[src/hw/hsp_pkg.sv]
// Shared constants, types and helpers of the host slave port
package hsp_pkg;
	// Core clock
	localparam int unsigned CLK_MHZ = 250;
	// Register offsets on the local register port
	localparam logic [3:0] REG_CFG = 4'h0;
	localparam logic [3:0] REG_PAGE = 4'h4;
	localparam logic [3:0] REG_STAT = 4'h8;
	// Field positions in port_config_reg
	localparam int unsigned CFG_WIDE_BIT = 0;
	localparam int unsigned CFG_ACC_BIT = 1;
	localparam int unsigned CFG_POL_BIT = 5;
	localparam int unsigned CFG_ACKF_LO = 6;
	localparam int unsigned CFG_ACKF_HI = 7;
	// Field positions in the status register
	localparam int unsigned STAT_BUSY_BIT = 0;
	localparam int unsigned STAT_WAIT_BIT = 1;
	localparam int unsigned STAT_STRAP_BIT = 2;
	// Reset values
	localparam logic [1:0] ACKF_RESET = 2'h0;
	localparam logic [7:0] PAGE_RESET = 8'h00;
	localparam logic [15:0] ADDR_RESET = 16'h0000;
	// Clocks after reset release before the straps are taken
	localparam logic [2:0] STRAP_SETTLE = 3'h4;
	// Page decode for the memory selects
	localparam logic [7:0] PAGE_INT_LAST = 8'h00;
	localparam logic [7:0] PAGE_BOOT_FIRST = 8'hf0;
	// Memory select bit positions
	localparam int unsigned SEL_INT = 0;
	localparam int unsigned SEL_EXT = 1;
	localparam int unsigned SEL_BOOT = 2;
	localparam int unsigned SEL_IO = 3;

	typedef enum logic [1:0] {
		ST_IDLE = 2'b00,
		ST_MEM = 2'b01,
		ST_HOLD = 2'b10
	} hsp_state_e;

	// Host transfers that make one internal word
	function automatic logic [1:0] hsp_pieces(input logic io, input logic wide);
		if (io)
			return wide ? 2'h1 : 2'h2;
		return wide ? 2'h2 : 2'h3;
	endfunction

	// Memory select from space and target page
	function automatic logic [3:0] hsp_decode(input logic io, input logic [7:0] page);
		logic [3:0] s;
		s = 4'h0;
		if (io)
			s[SEL_IO] = 1'b1;
		else if (page <= PAGE_INT_LAST)
			s[SEL_INT] = 1'b1;
		else if (page >= PAGE_BOOT_FIRST)
			s[SEL_BOOT] = 1'b1;
		else
			s[SEL_EXT] = 1'b1;
		return s;
	endfunction
endpackage

[src/hw/hsp_pack_if.sv]
// Carrier between the port controller and the word packer
`timescale 1ns/1ps
interface hsp_pack_if;
	logic push;
	logic load;
	logic wide;
	logic [1:0] idx;
	logic [15:0] piece_in;
	logic [23:0] word_in;
	logic [23:0] word;
	logic [15:0] piece_out;
	modport ctl (output push, load, wide, idx, piece_in, word_in, input word, piece_out);
	modport pk (input push, load, wide, idx, piece_in, word_in, output word, piece_out);
endinterface

[src/hw/hsp_sync.sv]
// Three-stage pin synchroniser with agreement filter
`timescale 1ns/1ps
module hsp_sync #(
	parameter int unsigned W = 1
) (
	input wire logic i_clk,
	input wire logic i_rst_n,
	input wire logic [W-1:0] i_pin,
	output logic [W-1:0] o_level
);
	logic [W-1:0] s1_q;
	logic [W-1:0] s2_q;
	logic [W-1:0] s3_q;

	always_ff @(posedge i_clk or negedge i_rst_n) begin
		if (!i_rst_n) begin
			s1_q <= '0;
			s2_q <= '0;
			s3_q <= '0;
		end else begin
			s1_q <= i_pin;
			s2_q <= s1_q;
			s3_q <= s2_q;
		end
	end

	// A bit changes only once stages two and three agree
	always_ff @(posedge i_clk or negedge i_rst_n) begin
		if (!i_rst_n)
			o_level <= '0;
		else
			o_level <= (s2_q & s3_q) | (o_level & (s2_q | s3_q));
	end
endmodule

[src/hw/hsp_pack.sv]
// Packs host pieces into one 24-bit word and splits it back
`timescale 1ns/1ps
module hsp_pack (
	input wire logic i_clk,
	input wire logic i_rst_n,
	hsp_pack_if.pk p
);
	logic [23:0] buf_q;
	logic [5:0] sh;
	logic [31:0] placed;
	logic [31:0] shifted;

	always_comb begin
		sh = p.wide ? {p.idx, 4'h0} : {1'b0, p.idx, 3'h0};
		placed = {16'h0000, p.wide ? p.piece_in : {8'h00, p.piece_in[7:0]}} << sh;
		shifted = {8'h00, buf_q} >> sh;
	end

	// First piece of a word clears the rest
	always_ff @(posedge i_clk or negedge i_rst_n) begin
		if (!i_rst_n)
			buf_q <= 24'h000000;
		else if (p.load)
			buf_q <= p.word_in;
		else if (p.push)
			buf_q <= (p.idx == 2'h0) ? placed[23:0] : (buf_q | placed[23:0]);
	end

	assign p.word = buf_q;
	assign p.piece_out = p.wide ? shifted[15:0] : {8'h00, shifted[7:0]};
endmodule

[src/hw/hsp_port.sv]
// Host slave port: strobes, address modes, acknowledge and word packing
//
// The strobed register port and the register addresses were chosen for this implementation.
`timescale 1ns/1ps
// Functional notes
// RULE1 - Slave lets host reach memory, boot, I/O
// RULE2 - Multiplexed asynchronous bus, 8 or 16 bits
// RULE3 - Internal access steals one core cycle
// RULE4 - Address auto-increments after every word
// RULE5 - Equal straps give ready mode bit
// RULE6 - Upper mode bit cleared; both bits writable
// RULE7 - Polarity strapped at reset, read only
// RULE8 - Address mode detected from latch, write
// RULE9 - Read completes with data, no write
// RULE10 - Write completes with room, no write
// RULE11 - Ack mode: ack, strobe drops, ack drops
// RULE12 - Ready mode: ready low inserts waits
// RULE13 - Host holds strobe until ready seen
// RULE14 - Address cycles always acknowledged in cycle mode
// RULE15 - Memory and I/O chip selects, active low
// RULE16 - Host sets width and page first
// RULE17 - Memory selects decoded from target address
// RULE18 - One to three transfers per word
// RULE19 - Mid-word pieces acknowledged at once
// RULE20 - Low polarity inverts every ack level
module hsp_port (
	input wire logic i_clk,
	input wire logic i_rst_n,
	input wire logic [15:0] i_host_ad,
	output logic [15:0] o_host_ad,
	output logic o_host_ad_oe,
	input wire logic i_host_addr_latch_in,
	input wire logic i_host_write_strobe_n,
	input wire logic i_host_read_strobe_n,
	input wire logic i_mem_space_select_n,
	input wire logic i_io_space_select_n,
	input wire logic i_ack_polarity_strap,
	input wire logic i_host_ack_ready_in,
	output logic o_host_ack_ready_out,
	output logic o_host_ack_ready_oe,
	output logic o_dma_req,
	output logic o_dma_we,
	output logic [23:0] o_dma_addr,
	output logic [23:0] o_dma_wdata,
	output logic [3:0] o_mem_sel,
	input wire logic i_dma_done,
	input wire logic [23:0] i_dma_rdata,
	output logic o_core_steal,
	input wire logic [3:0] i_reg_addr,
	input wire logic [15:0] i_reg_wdata,
	input wire logic i_reg_wr,
	input wire logic i_reg_rd,
	output logic [15:0] o_reg_rdata
);
	logic [15:0] ad_s;
	logic ale_s;
	logic wr_s;
	logic rd_s;
	logic mcs_s;
	logic iocs_s;
	logic pol_s;
	logic ackin_s;
	logic [22:0] pins_s;
	logic strb;
	logic strb_q;
	logic strb_rise;
	logic ale_q;
	logic cs;
	logic [1:0] ackf_q;
	logic pol_q;
	logic wide_q;
	logic acc_q;
	logic [7:0] page_q;
	logic [2:0] settle_q;
	logic strap_done_q;
	logic [15:0] addr_q;
	logic we_q;
	logic [1:0] idx_q;
	logic [1:0] need;
	logic last;
	logic addr_cycle;
	logic [15:0] ad_out_q;
	logic [3:0] sel_q;
	logic ack_level;
	hsp_pkg::hsp_state_e state_q;

	hsp_pack_if pk_if ();

	hsp_sync #(
		.W(23)
	) u_sync (
		.i_clk(i_clk),
		.i_rst_n(i_rst_n),
		.i_pin({i_host_ad, i_host_addr_latch_in, ~i_host_write_strobe_n, ~i_host_read_strobe_n,
			~i_mem_space_select_n, ~i_io_space_select_n, i_ack_polarity_strap, i_host_ack_ready_in}),
		.o_level(pins_s)
	);

	hsp_pack u_pack (
		.i_clk(i_clk),
		.i_rst_n(i_rst_n),
		.p(pk_if.pk)
	);

	assign {ad_s, ale_s, wr_s, rd_s, mcs_s, iocs_s, pol_s, ackin_s} = pins_s;

	// Port is selected by either chip select
	assign cs = mcs_s | iocs_s; // RULE15
	assign strb = cs & (wr_s | rd_s);
	assign strb_rise = strb & ~strb_q;
	// Address cycle: latch high under a strobe in cycle mode, detecting cycle included
	assign addr_cycle = ale_s & (acc_q | (~ale_q & wr_s));
	// Piece count of the space selected by the strobe being taken
	assign need = hsp_pkg::hsp_pieces(iocs_s, wide_q); // RULE18
	assign last = (idx_q == need - 2'h1);

	always_ff @(posedge i_clk or negedge i_rst_n) begin
		if (!i_rst_n) begin
			strb_q <= 1'b0;
			ale_q <= 1'b0;
		end else begin
			strb_q <= strb;
			ale_q <= ale_s;
		end
	end

	// Straps taken once the synchronisers have filled after release
	always_ff @(posedge i_clk or negedge i_rst_n) begin
		if (!i_rst_n) begin
			settle_q <= 3'h0;
			strap_done_q <= 1'b0;
		end else if (!strap_done_q) begin
			settle_q <= settle_q + 3'h1;
			strap_done_q <= (settle_q == hsp_pkg::STRAP_SETTLE);
		end
	end

	// Acknowledge function bits and polarity
	always_ff @(posedge i_clk or negedge i_rst_n) begin
		if (!i_rst_n) begin
			ackf_q <= hsp_pkg::ACKF_RESET; // RULE6
			pol_q <= 1'b0;
		end else if (!strap_done_q && settle_q == hsp_pkg::STRAP_SETTLE) begin
			ackf_q[0] <= (pol_s == ackin_s); // RULE5
			ackf_q[1] <= 1'b0; // RULE6
			pol_q <= pol_s; // RULE7
		end else if (i_reg_wr && i_reg_addr == hsp_pkg::REG_CFG) begin
			ackf_q <= i_reg_wdata[hsp_pkg::CFG_ACKF_HI:hsp_pkg::CFG_ACKF_LO]; // RULE6
		end
	end

	// Bus width and target page
	always_ff @(posedge i_clk or negedge i_rst_n) begin
		if (!i_rst_n) begin
			wide_q <= 1'b0;
			page_q <= hsp_pkg::PAGE_RESET;
		end else if (i_reg_wr) begin
			if (i_reg_addr == hsp_pkg::REG_CFG)
				wide_q <= i_reg_wdata[hsp_pkg::CFG_WIDE_BIT]; // RULE2
			if (i_reg_addr == hsp_pkg::REG_PAGE)
				page_q <= i_reg_wdata[7:0];
		end
	end

	// Address mode: latch pulse with write strobe active means cycle mode
	always_ff @(posedge i_clk or negedge i_rst_n) begin
		if (!i_rst_n)
			acc_q <= 1'b0;
		else if (ale_s && !ale_q)
			acc_q <= wr_s; // RULE8
	end

	// Address: latched on the falling latch edge in latch mode, or in an address cycle
	always_ff @(posedge i_clk or negedge i_rst_n) begin
		if (!i_rst_n) begin
			addr_q <= hsp_pkg::ADDR_RESET;
		end else if (!acc_q && ale_q && !ale_s) begin
			addr_q <= ad_s; // RULE8
		end else if (state_q == hsp_pkg::ST_IDLE && strb_rise && addr_cycle) begin
			addr_q <= ad_s;
		end else if (state_q == hsp_pkg::ST_MEM && i_dma_done) begin
			addr_q <= addr_q + 16'h0001; // RULE4
		end
	end

	// Piece index restarts on a new address
	always_ff @(posedge i_clk or negedge i_rst_n) begin
		if (!i_rst_n) begin
			idx_q <= 2'h0;
		end else if ((!acc_q && ale_q && !ale_s) || (state_q == hsp_pkg::ST_IDLE && strb_rise && addr_cycle)) begin
			idx_q <= 2'h0;
		end else if (state_q == hsp_pkg::ST_IDLE && strb_rise) begin
			idx_q <= last ? 2'h0 : idx_q + 2'h1; // RULE18
		end
	end

	// Transfer sequencing
	always_ff @(posedge i_clk or negedge i_rst_n) begin
		if (!i_rst_n) begin
			state_q <= hsp_pkg::ST_IDLE;
			we_q <= 1'b0;
		end else begin
			case (state_q)
				hsp_pkg::ST_IDLE: begin
					if (strb_rise && strap_done_q) begin
						we_q <= wr_s; // RULE1
						if (addr_cycle)
							state_q <= hsp_pkg::ST_HOLD; // RULE14
						else if (wr_s && last)
							state_q <= hsp_pkg::ST_MEM; // RULE10
						else if (rd_s && idx_q == 2'h0)
							state_q <= hsp_pkg::ST_MEM; // RULE9
						else
							state_q <= hsp_pkg::ST_HOLD; // RULE19
					end
				end
				hsp_pkg::ST_MEM: begin
					if (i_dma_done)
						state_q <= hsp_pkg::ST_HOLD;
				end
				hsp_pkg::ST_HOLD: begin
					if (!strb)
						state_q <= hsp_pkg::ST_IDLE; // RULE11
				end
				default: begin
					state_q <= hsp_pkg::ST_IDLE;
				end
			endcase
		end
	end

	// Packer control
	assign pk_if.wide = wide_q;
	assign pk_if.idx = idx_q;
	assign pk_if.piece_in = ad_s;
	assign pk_if.push = state_q == hsp_pkg::ST_IDLE && strb_rise && strap_done_q && wr_s && !addr_cycle;
	assign pk_if.word_in = i_dma_rdata;
	assign pk_if.load = state_q == hsp_pkg::ST_MEM && i_dma_done && !we_q; // RULE18

	// Read piece loaded on the edge that enters HOLD, so data stand from the same edge as the ack
	always_ff @(posedge i_clk or negedge i_rst_n) begin
		if (!i_rst_n)
			ad_out_q <= 16'h0000;
		else if (state_q == hsp_pkg::ST_MEM && i_dma_done && !we_q)
			ad_out_q <= wide_q ? i_dma_rdata[15:0] : {8'h00, i_dma_rdata[7:0]}; // RULE9
		else if (state_q == hsp_pkg::ST_IDLE && strb_rise && strap_done_q && rd_s && !addr_cycle
			&& idx_q != 2'h0)
			ad_out_q <= pk_if.piece_out; // RULE19
	end

	// Memory select latched per access
	always_ff @(posedge i_clk or negedge i_rst_n) begin
		if (!i_rst_n)
			sel_q <= 4'h0;
		else if (state_q == hsp_pkg::ST_IDLE && strb_rise)
			sel_q <= hsp_pkg::hsp_decode(iocs_s, page_q); // RULE17
	end

	always_comb begin
		o_dma_req = state_q == hsp_pkg::ST_MEM;
		o_dma_we = we_q;
		o_dma_addr = {page_q, addr_q}; // RULE17
		o_dma_wdata = pk_if.word;
		o_mem_sel = (state_q == hsp_pkg::ST_MEM) ? sel_q : 4'h0;
		// External accesses leave the core running
		o_core_steal = o_dma_req && i_dma_done && sel_q[hsp_pkg::SEL_INT]; // RULE3
	end

	// Read data driven only under a read strobe with the port selected
	assign o_host_ad = ad_out_q;
	assign o_host_ad_oe = rd_s && cs && state_q == hsp_pkg::ST_HOLD && !addr_cycle; // RULE2

	// Active-high acknowledge level before polarity
	always_comb begin
		if (ackf_q[0])
			// Ready low only while a strobe waits
			ack_level = !(strb && state_q != hsp_pkg::ST_HOLD); // RULE12
		else
			ack_level = strb && state_q == hsp_pkg::ST_HOLD; // RULE11
	end

	// Pin released until straps are taken so the host can drive them
	assign o_host_ack_ready_out = ack_level ^ ~pol_q; // RULE20
	assign o_host_ack_ready_oe = strap_done_q && cs;

	// Register reads, data in the cycle after the strobe
	always_ff @(posedge i_clk or negedge i_rst_n) begin
		if (!i_rst_n) begin
			o_reg_rdata <= 16'h0000;
		end else if (i_reg_rd) begin
			case (i_reg_addr)
				hsp_pkg::REG_CFG: begin
					o_reg_rdata <= {8'h00, ackf_q, pol_q, 3'h0, acc_q, wide_q}; // RULE7
				end
				hsp_pkg::REG_PAGE: begin
					o_reg_rdata <= {8'h00, page_q};
				end
				hsp_pkg::REG_STAT: begin
					o_reg_rdata <= {13'h0000, strap_done_q, state_q == hsp_pkg::ST_MEM, state_q != hsp_pkg::ST_IDLE};
				end
				default: begin
					o_reg_rdata <= 16'h0000;
				end
			endcase
		end else begin
			o_reg_rdata <= 16'h0000;
		end
	end
endmodule

[config.mk]
export PLATFORM = sky130hd
export DESIGN_NAME = hsp_port
export DESIGN_NICKNAME = d
export VERILOG_FILES = /design/src/hw/hsp_pkg.sv /design/src/hw/hsp_pack_if.sv /design/src/hw/hsp_sync.sv /design/src/hw/hsp_pack.sv /design/src/hw/hsp_port.sv
export SDC_FILE = /design/constraint.sdc
export NUM_CORES = 1
export LEC_CHECK = 0
export ABC_AREA = 1
export BUFFER_PORTS_ARGS = -buffer_cell sky130_fd_sc_hd__buf_2
export CAP_MARGIN = 20
export CORE_AREA = 2 2 126 128
export CTS_BUF_LIST = sky130_fd_sc_hd__clkbuf_4
export CTS_CLUSTER_DIAMETER = 150
export DETAILED_ROUTE_END_ITERATION = 16
export DIE_AREA = 0 0 128 130
export GPL_ROUTABILITY_DRIVEN = 1
export MAX_ROUTING_LAYER = met4
export PLACE_DENSITY = 0.79
export SYNTH_ARGS = -nofsm -noshare
export SYNTH_HDL_FRONTEND = slang
export SYNTH_SLANG_ARGS = --single-unit
export TNS_END_PERCENT = 10
[constraint.sdc]
create_clock -name i_clk -period 3.98 [get_ports i_clk]
set_clock_uncertainty 0.05 [all_clocks]
set_input_delay 0.597 -clock i_clk [delete_from_list [all_inputs] [get_ports i_clk]]
set_output_delay 0.597 -clock i_clk [all_outputs]
set_load 0.05 [all_outputs]
==> flow_summary.toml, run 1 <==
[route]
wl_met3_mm = 1.27
wl_met2_mm = 9.32
vias = 6973
firstDrtPassIters = 8
wire_per_inst_um = 14.7
highest_layer = "met4"
finalWirelength_mm = 19.6
post_drt_via_cell_ratio = 5.25
met1Wirelength_mm = 8.51
first_iter_violations = 722
ant_nets = 0
drc = 0

[synthesis]
yosys_warnings = 0
ys_seq_area_frac = 0.554
synth-simple-area-share = 0.273
synth_compound_gate_area_share = 0.0522
synth-seq-cells = 184
netlist_area_um2 = 8310
synth_cell_types = 31
synth_top_family_by_area = "simple AND/OR/NAND/NOR gates"
yosys.area_share.adder = 0.0352
syn_inst = 979
synth-xor-area-share = 0.0126
muxShareOfSynthArea = 0.00271
syn_avg_cell_area_um2 = 8.49

[worst_setup_path]
cpLargestDelayFamily = "flip-flops"
critical_path_required_ns = 3.33
max_stage_delay_ns = 0.47
r2r_end = "u_pack.p.word[16]"
start_kind = "flip-flop"
critPathBufInv = 1
crit_type = "flip-flop to primary output"
ff2ff_setup_slack_ns = 1.41
reg2reg_depth = 11
critPathMaxFanout = 5
cp-end-kind = "primary output"
cp.arrival_ns = 2.13
worstReg2RegStart = "pk_if.wide"
cp.depth = 6
slowest_stage = "dfrtp_1"
crit_path_cell_trace = "nor2_1, nor2_4, nand2_1, o21ai_0, xnor2_1, buf_2"

[run_status]
status = "finished clean"

[clocking]
cts_buffer_depth = 2
cts_root_buffer = "clkbuf_4"
clk_pin_slew_ns = 0.16
cts_tree = "built"
cts_inserted_buffers = 17
numClockSinks = 184
htreeDepth = 4
cts_setup_buffers = 0
worstSkewPairLatency_ns = 0.58

[sta]
fin_crit_ns = 2.77
slew_violations = 0
finalSetupViolations = 0
setup_tns_ns = 0
maxClockFrequency_ghz = 0.361
fin_crit_sh = 0.697
slew_headroom = 0.446
hold_viol_final = 0
hold-worst-slack_ns = 0.0607
rsz0062_at_grt = "false"
worstMarginPinSlew_ns = 0.830

[global_route]
antenna_found_initial = 1
grt_util_all_layers = 0.249
grt_max_degree = 92
overflow = 0
grt_pass1_vias = 6425
grt_pass1_wl_mm = 31.3

[power]
leakagePower_uw = 0.00507
finalPower_uw = 6680
power_density_nw_per_um2 = 704
peakVddDrop_mv = 0.315

[job]
cap_violations = 0

[cells_and_area]
area.sequential_um2 = 4600
area_growth_pct = 14.1
finalNetCount = 1199
fillers = 1408
drive_gt1_frac = 0.174
multi_input_comb_area_um2 = 3150

[place]
hpwl_mm = 13.9
port_buffers = 145
gp_congestion = 0.926

[die]
core-area_um2 = 15400
start_util = 0.539
num_rows = 46
die_h_um = 130
die_x_um = 128
dieArea_um2 = 16600
io_pins = 162

[worst_hold_path]
hp-start = "i_host_ad[4]"
hold_end = "u_sync.s1_q[11]"
hold_path_class = "input pin to flip-flop"
min_delay_path_depth = 1
-- Yosys cell counts, drive strengths merged --
cell type / count / share of area
clkinv: 2 / 0.00090
a21oi: 17 / 0.010
o22ai: 5 / 0.0038
o211ai: 1 / 0.00090
xor2: 7 / 0.0074
nand3b: 2 / 0.0018
nand4: 13 / 0.0098
mux2: 2 / 0.0027
conb: 1 / 0.00045
maj3: 23 / 0.028
xnor2: 5 / 0.0053
inv: 97 / 0.044
clkbuf: 14 / 0.0063
nor3: 3 / 0.0018
o21ai: 62 / 0.037
dfrtp: 184 / 0.55
nand3: 108 / 0.070
nor2: 96 / 0.047
buf: 24 / 0.019
nand2: 308 / 0.14
ha: 5 / 0.0075
-- worst max-delay path by stage --
stage	start	end	slack, ns
final	u_sync.o_level[2]	o_host_ack_ready_out	1.21
after global routing	state_q[1]	o_core_steal	1.02
after CTS	u_sync.o_level[2]	o_host_ack_ready_out	1.16
after detailed placement	i_dma_done	o_host_ad[2]	1.46
after global placement	i_dma_done	o_host_ad[6]	1.48
after floorplan	state_q[1]	o_core_steal	1.38
-- power by group --
| part | internal (µW) | switching, µW | leakage (µW) |
|---|---|---|---|
| registers | 2230 | 375 | 0.00223 |
| clock network | 287 | 720 | 0.000154 |
| logic | 772 | 2290 | 0.00269 |
-- layer usage --
metal,up-vias,global-route usage
li1,3386,-
met1,3299,0.325
met2,242,0.387
met3,46,0.0537
met4,0,0.0918
met5,-,-
-- area by class of cell --
type	count	share of cell area
clock inverters	15	0.0161
repair buffers	155	0.0877
clock buffers	17	0.0135
multi-input cells	665	0.333
flip-flops and latches	184	0.485
diodes	1	0.000264
well taps	192	0.0253
inverters	99	0.0392
-- stage by stage --
| step | instance area (µm²) | std cells | util | worst slack (ns) |
|---|---|---|---|---|
| after floorplan | 8340 | 986 | - | 1.38 |
| after global placement | 9150 | 1289 | 0.593 | 1.48 |
| after detailed placement | 9150 | 1289 | 0.593 | 1.46 |
| after CTS | 9460 | 1324 | 0.613 | 1.16 |
| after global routing | 9490 | 1328 | 0.615 | 1.02 |
| final | 9490 | 1328 | 0.615 | 1.21 |
-- registers in the layout, indices dropped and copies added (netlist names), 2 cells and up --
| register | flops |
|---|---|
| u_sync.o_level | 23 |
| u_sync.s2_q | 23 |
| o_reg_rdata | 8 |
| u_sync.s1_q | 23 |
| settle_q | 3 |
| state_q | 2 |
| page_q | 8 |
| o_host_ad | 16 |
| addr_q | 16 |
| idx_q | 2 |
| sel_q | 4 |
| ackf_q | 2 |
| u_sync.s3_q | 23 |
| u_pack.p.word | 24 |
-- cell families (layout without fill, tap and decap cells) --
logic type               count (synthesis)  after routing
AO/OA/AOI/OAI                           85             85
XOR/XNOR                                12             12
adder cells (fa/ha/maj)                 28             28
buffers and inverters                  137            286
flip-flops                             184            184
multiplexers                             2              2
other                                    1              9
AND/OR/NAND/NOR                        530            530
-- layout by cell type (no fill, tap or decap), types with 7 or more instances in the layout --
cell	Yosys	final
maj3_1	23	23
conb_1	1	8
o21ai_0	62	62
dfrtp_1	184	184
clkbuf_4	0	17
nand2_1	302	302
nor2_1	92	92
nand3_1	105	105
nand4_1	13	13
inv_1	95	95
a21oi_1	17	17
xor2_1	7	7
buf_2	8	144
-- timing repair --
item                                   CTS  global route
endpoints found under the hold margin    6             2
hold buffers                             3             2
resized for setup                        0             0
-- worst reg2reg max path, cell delays in order (launching register included) --
cell and delay [ns]:
dfrtp_1 0.62, inv_1 0.32, nand2_1 0.13, buf_4 0.38, clkinv_1 0.30, nor2_1 0.25
inv_1 0.07, nor2_1 0.12, nor2_1 0.07, nor2_1 0.08, nand2_1 0.06, nand2_1 0.07
Power figures use the tool's default switching activity.
==> run 2, diff against run 1 <==
clock period = 2.81 ns   (was 3.98 ns; I/O delays follow)
==> flow_summary.toml, run 2 (synthesized netlist as in run 1, its figures left out) <==
[place]
port_buffers = 145
gp_congestion = 0.963
dpl_worst_slack_ns = 0.699
placed_cell_area_um2 = 9200
hpwl_mm = 14.3

[worst_setup_path]
crit_type = "flip-flop to primary output"
critPathMaxFanout = 13
worstSetupEndpoint = "o_core_steal"
worstReg2RegStart = "state_q[0]"
critPathBufInv = 3
cpLargestDelayFamily = "simple AND/OR/NAND/NOR gates"
cp.depth = 6
max_stage_delay_ns = 0.40
start_kind = "flip-flop"
reg2reg_depth = 7
cp.arrival_ns = 2.12
crit_path_cell_trace = "inv_1, nand2_2, inv_1, nand2_1, nor2_1, buf_2"
slowest_stage = "dfrtp_1"
r2r_end = "addr_q[14]"
critical_path_required_ns = 2.34
cp-end-kind = "primary output"
crit_start = "state_q[1]"
ff2ff_setup_slack_ns = 0.66
path_common_cell = "inv_1"

[job]
cap_violations = 0

[sta]
hold_viol_final = 0
setup_ws_ns = 0.215
slew_violations = 0
rsz0062_at_grt = "false"
fin_crit_sh = 0.923
worstMarginPinSlew_ns = 0.601
setup_tns_ns = 0
maxClockFrequency_ghz = 0.385
fin_crit_ns = 2.59
slew_headroom = 0.598
finalSetupViolations = 0

[clocking]
cts_resized = 0
clk_pin_slew_ns = 0.16
numClockSinks = 184
cts_inserted_buffers = 17
worstSkewPairLatency_ns = 0.59
cts_tree = "built"
htreeDepth = 4
cts_root_buffer = "clkbuf_4"
cts_setup_buffers = 0
cts_buffer_depth = 2

[die]
core-area_um2 = 15400
num_rows = 46
die_x_um = 128
start_util = 0.539
dieArea_um2 = 16600
io_pins = 162
die_h_um = 130

[global_route]
overflow = 0
busiest_layer = "met2"
grt_util_all_layers = 0.259
grt_pass1_wl_mm = 32.6
use_met3 = 0.0549
grt_use_met1 = 0.341
met2_usage = 0.400
grt_max_degree = 96
grt_pass1_vias = 6743
antenna_found_initial = 1

[route]
vias = 7141
drc = 0
finalWirelength_mm = 20.3
ant_nets = 0
post_drt_via_cell_ratio = 5.28
first_iter_violations = 671
firstDrtPassIters = 6
wire_per_inst_um = 15.0

[power]
comb_power_share = 0.458
clock_power_share = 0.160
internal_power_uw = 4920
seqPwrFrac = 0.382
leakagePower_uw = 0.00520
swShare = 0.491
power_density_nw_per_um2 = 990
peakVddDrop_mv = 0.462
power.net_switching_uw = 4740

[cells_and_area]
finalNetCount = 1225
multi_input_comb_area_um2 = 3150
largest_reg_flops = 24
fin_area_um2 = 9760
fillers = 1331
area.sequential_um2 = 4600
drive_gt1_frac = 0.175
most-common-layout-cells = "302 x nand2_1, 184 x dfrtp_1, 144 x buf_2"
layout_commonest_cell = "nand2_1"
area_growth_pct = 17.5

[run_status]
status = "finished clean"

[worst_hold_path]
hold_path_class = "input pin to flip-flop"
run 2: cell types whose count changed in the layout (fill, tap and decap cells not counted), moves of 2 or more:
cell,previous run,this run
bufinv_16,0,3
clkinvlp_4,0,2
clkinv_2,1,4
dlygate4sd3_1,5,26
inv_6,5,2
clkinv_8,2,0
inv_8,3,1
buf_4,4,8
run 2: area by class of cell:
type / instances / area share
Timing Repair Buffer: 181 / 0.112
Multi-Input combinational cell: 665 / 0.323
Antenna cell: 1 / 0.000256
Clock inverter: 14 / 0.0176
Inverter: 99 / 0.0381
Tap cell: 192 / 0.0246
Sequential cell: 184 / 0.472
Clock buffer: 17 / 0.0131
run 2: per-layer routing:
layer  routed length [µm]  vias to the layer above
met5                    0                        -
met4                  565                        0
met3                 1260                       55
met2                 9750                      269
met1                 8710                     3384
li1                     -                     3433
run 2: what timing repair did:
item,4_1_cts,5_1_grt
hold buffers,26,0
endpoints found under the hold margin,72,0
setup endpoints to repair,0,0
run 2: power groups by stage:
stage,Combinational (µW),Sequential (µW),Clock [µW]
detailed placement,4350,3740,0
global placement,4280,3720,0
floorplan,2040,4900,0
CTS,4410,3680,1580
finish,4430,3700,1550
global route,4840,3760,1700
run 2: worst min-delay path: cells and delay by family:
family | cells | cell delay (ns)
buffers and inverters | 1 | 0.09
and+or+nand+nor | 1 | 0.09
AOI/OAI and AO/OA | 1 | 0.05
run 2: how the worst min path moves through the flow:
stage                               from  cells after the start             end  slack (ns)
after floorplan                  i_rst_n                      0           acc_q        0.08
after global placement    u_sync.s1_q[3]                      0  u_sync.s2_q[3]        0.28
after detailed placement  u_sync.s1_q[9]                      0  u_sync.s2_q[9]        0.28
after CTS                 i_reg_wdata[3]                      3       page_q[3]        0.01
after global routing      i_reg_wdata[4]                      3       page_q[4]        0.02
final                     i_reg_wdata[3]                      3       page_q[3]        0.04
run 2: stage by stage:
stage | instances | util | hold WS, ns | total power (µW)
floorplan | 986 | - | 0.0759 | 6950
global placement | 1295 | 0.597 | 0.282 | 8000
detailed placement | 1295 | 0.597 | 0.285 | 8090
CTS | 1352 | 0.633 | 0.0101 | 9670
global route | 1353 | 0.633 | 0.0196 | 10300
finish | 1353 | 0.633 | 0.0405 | 9670
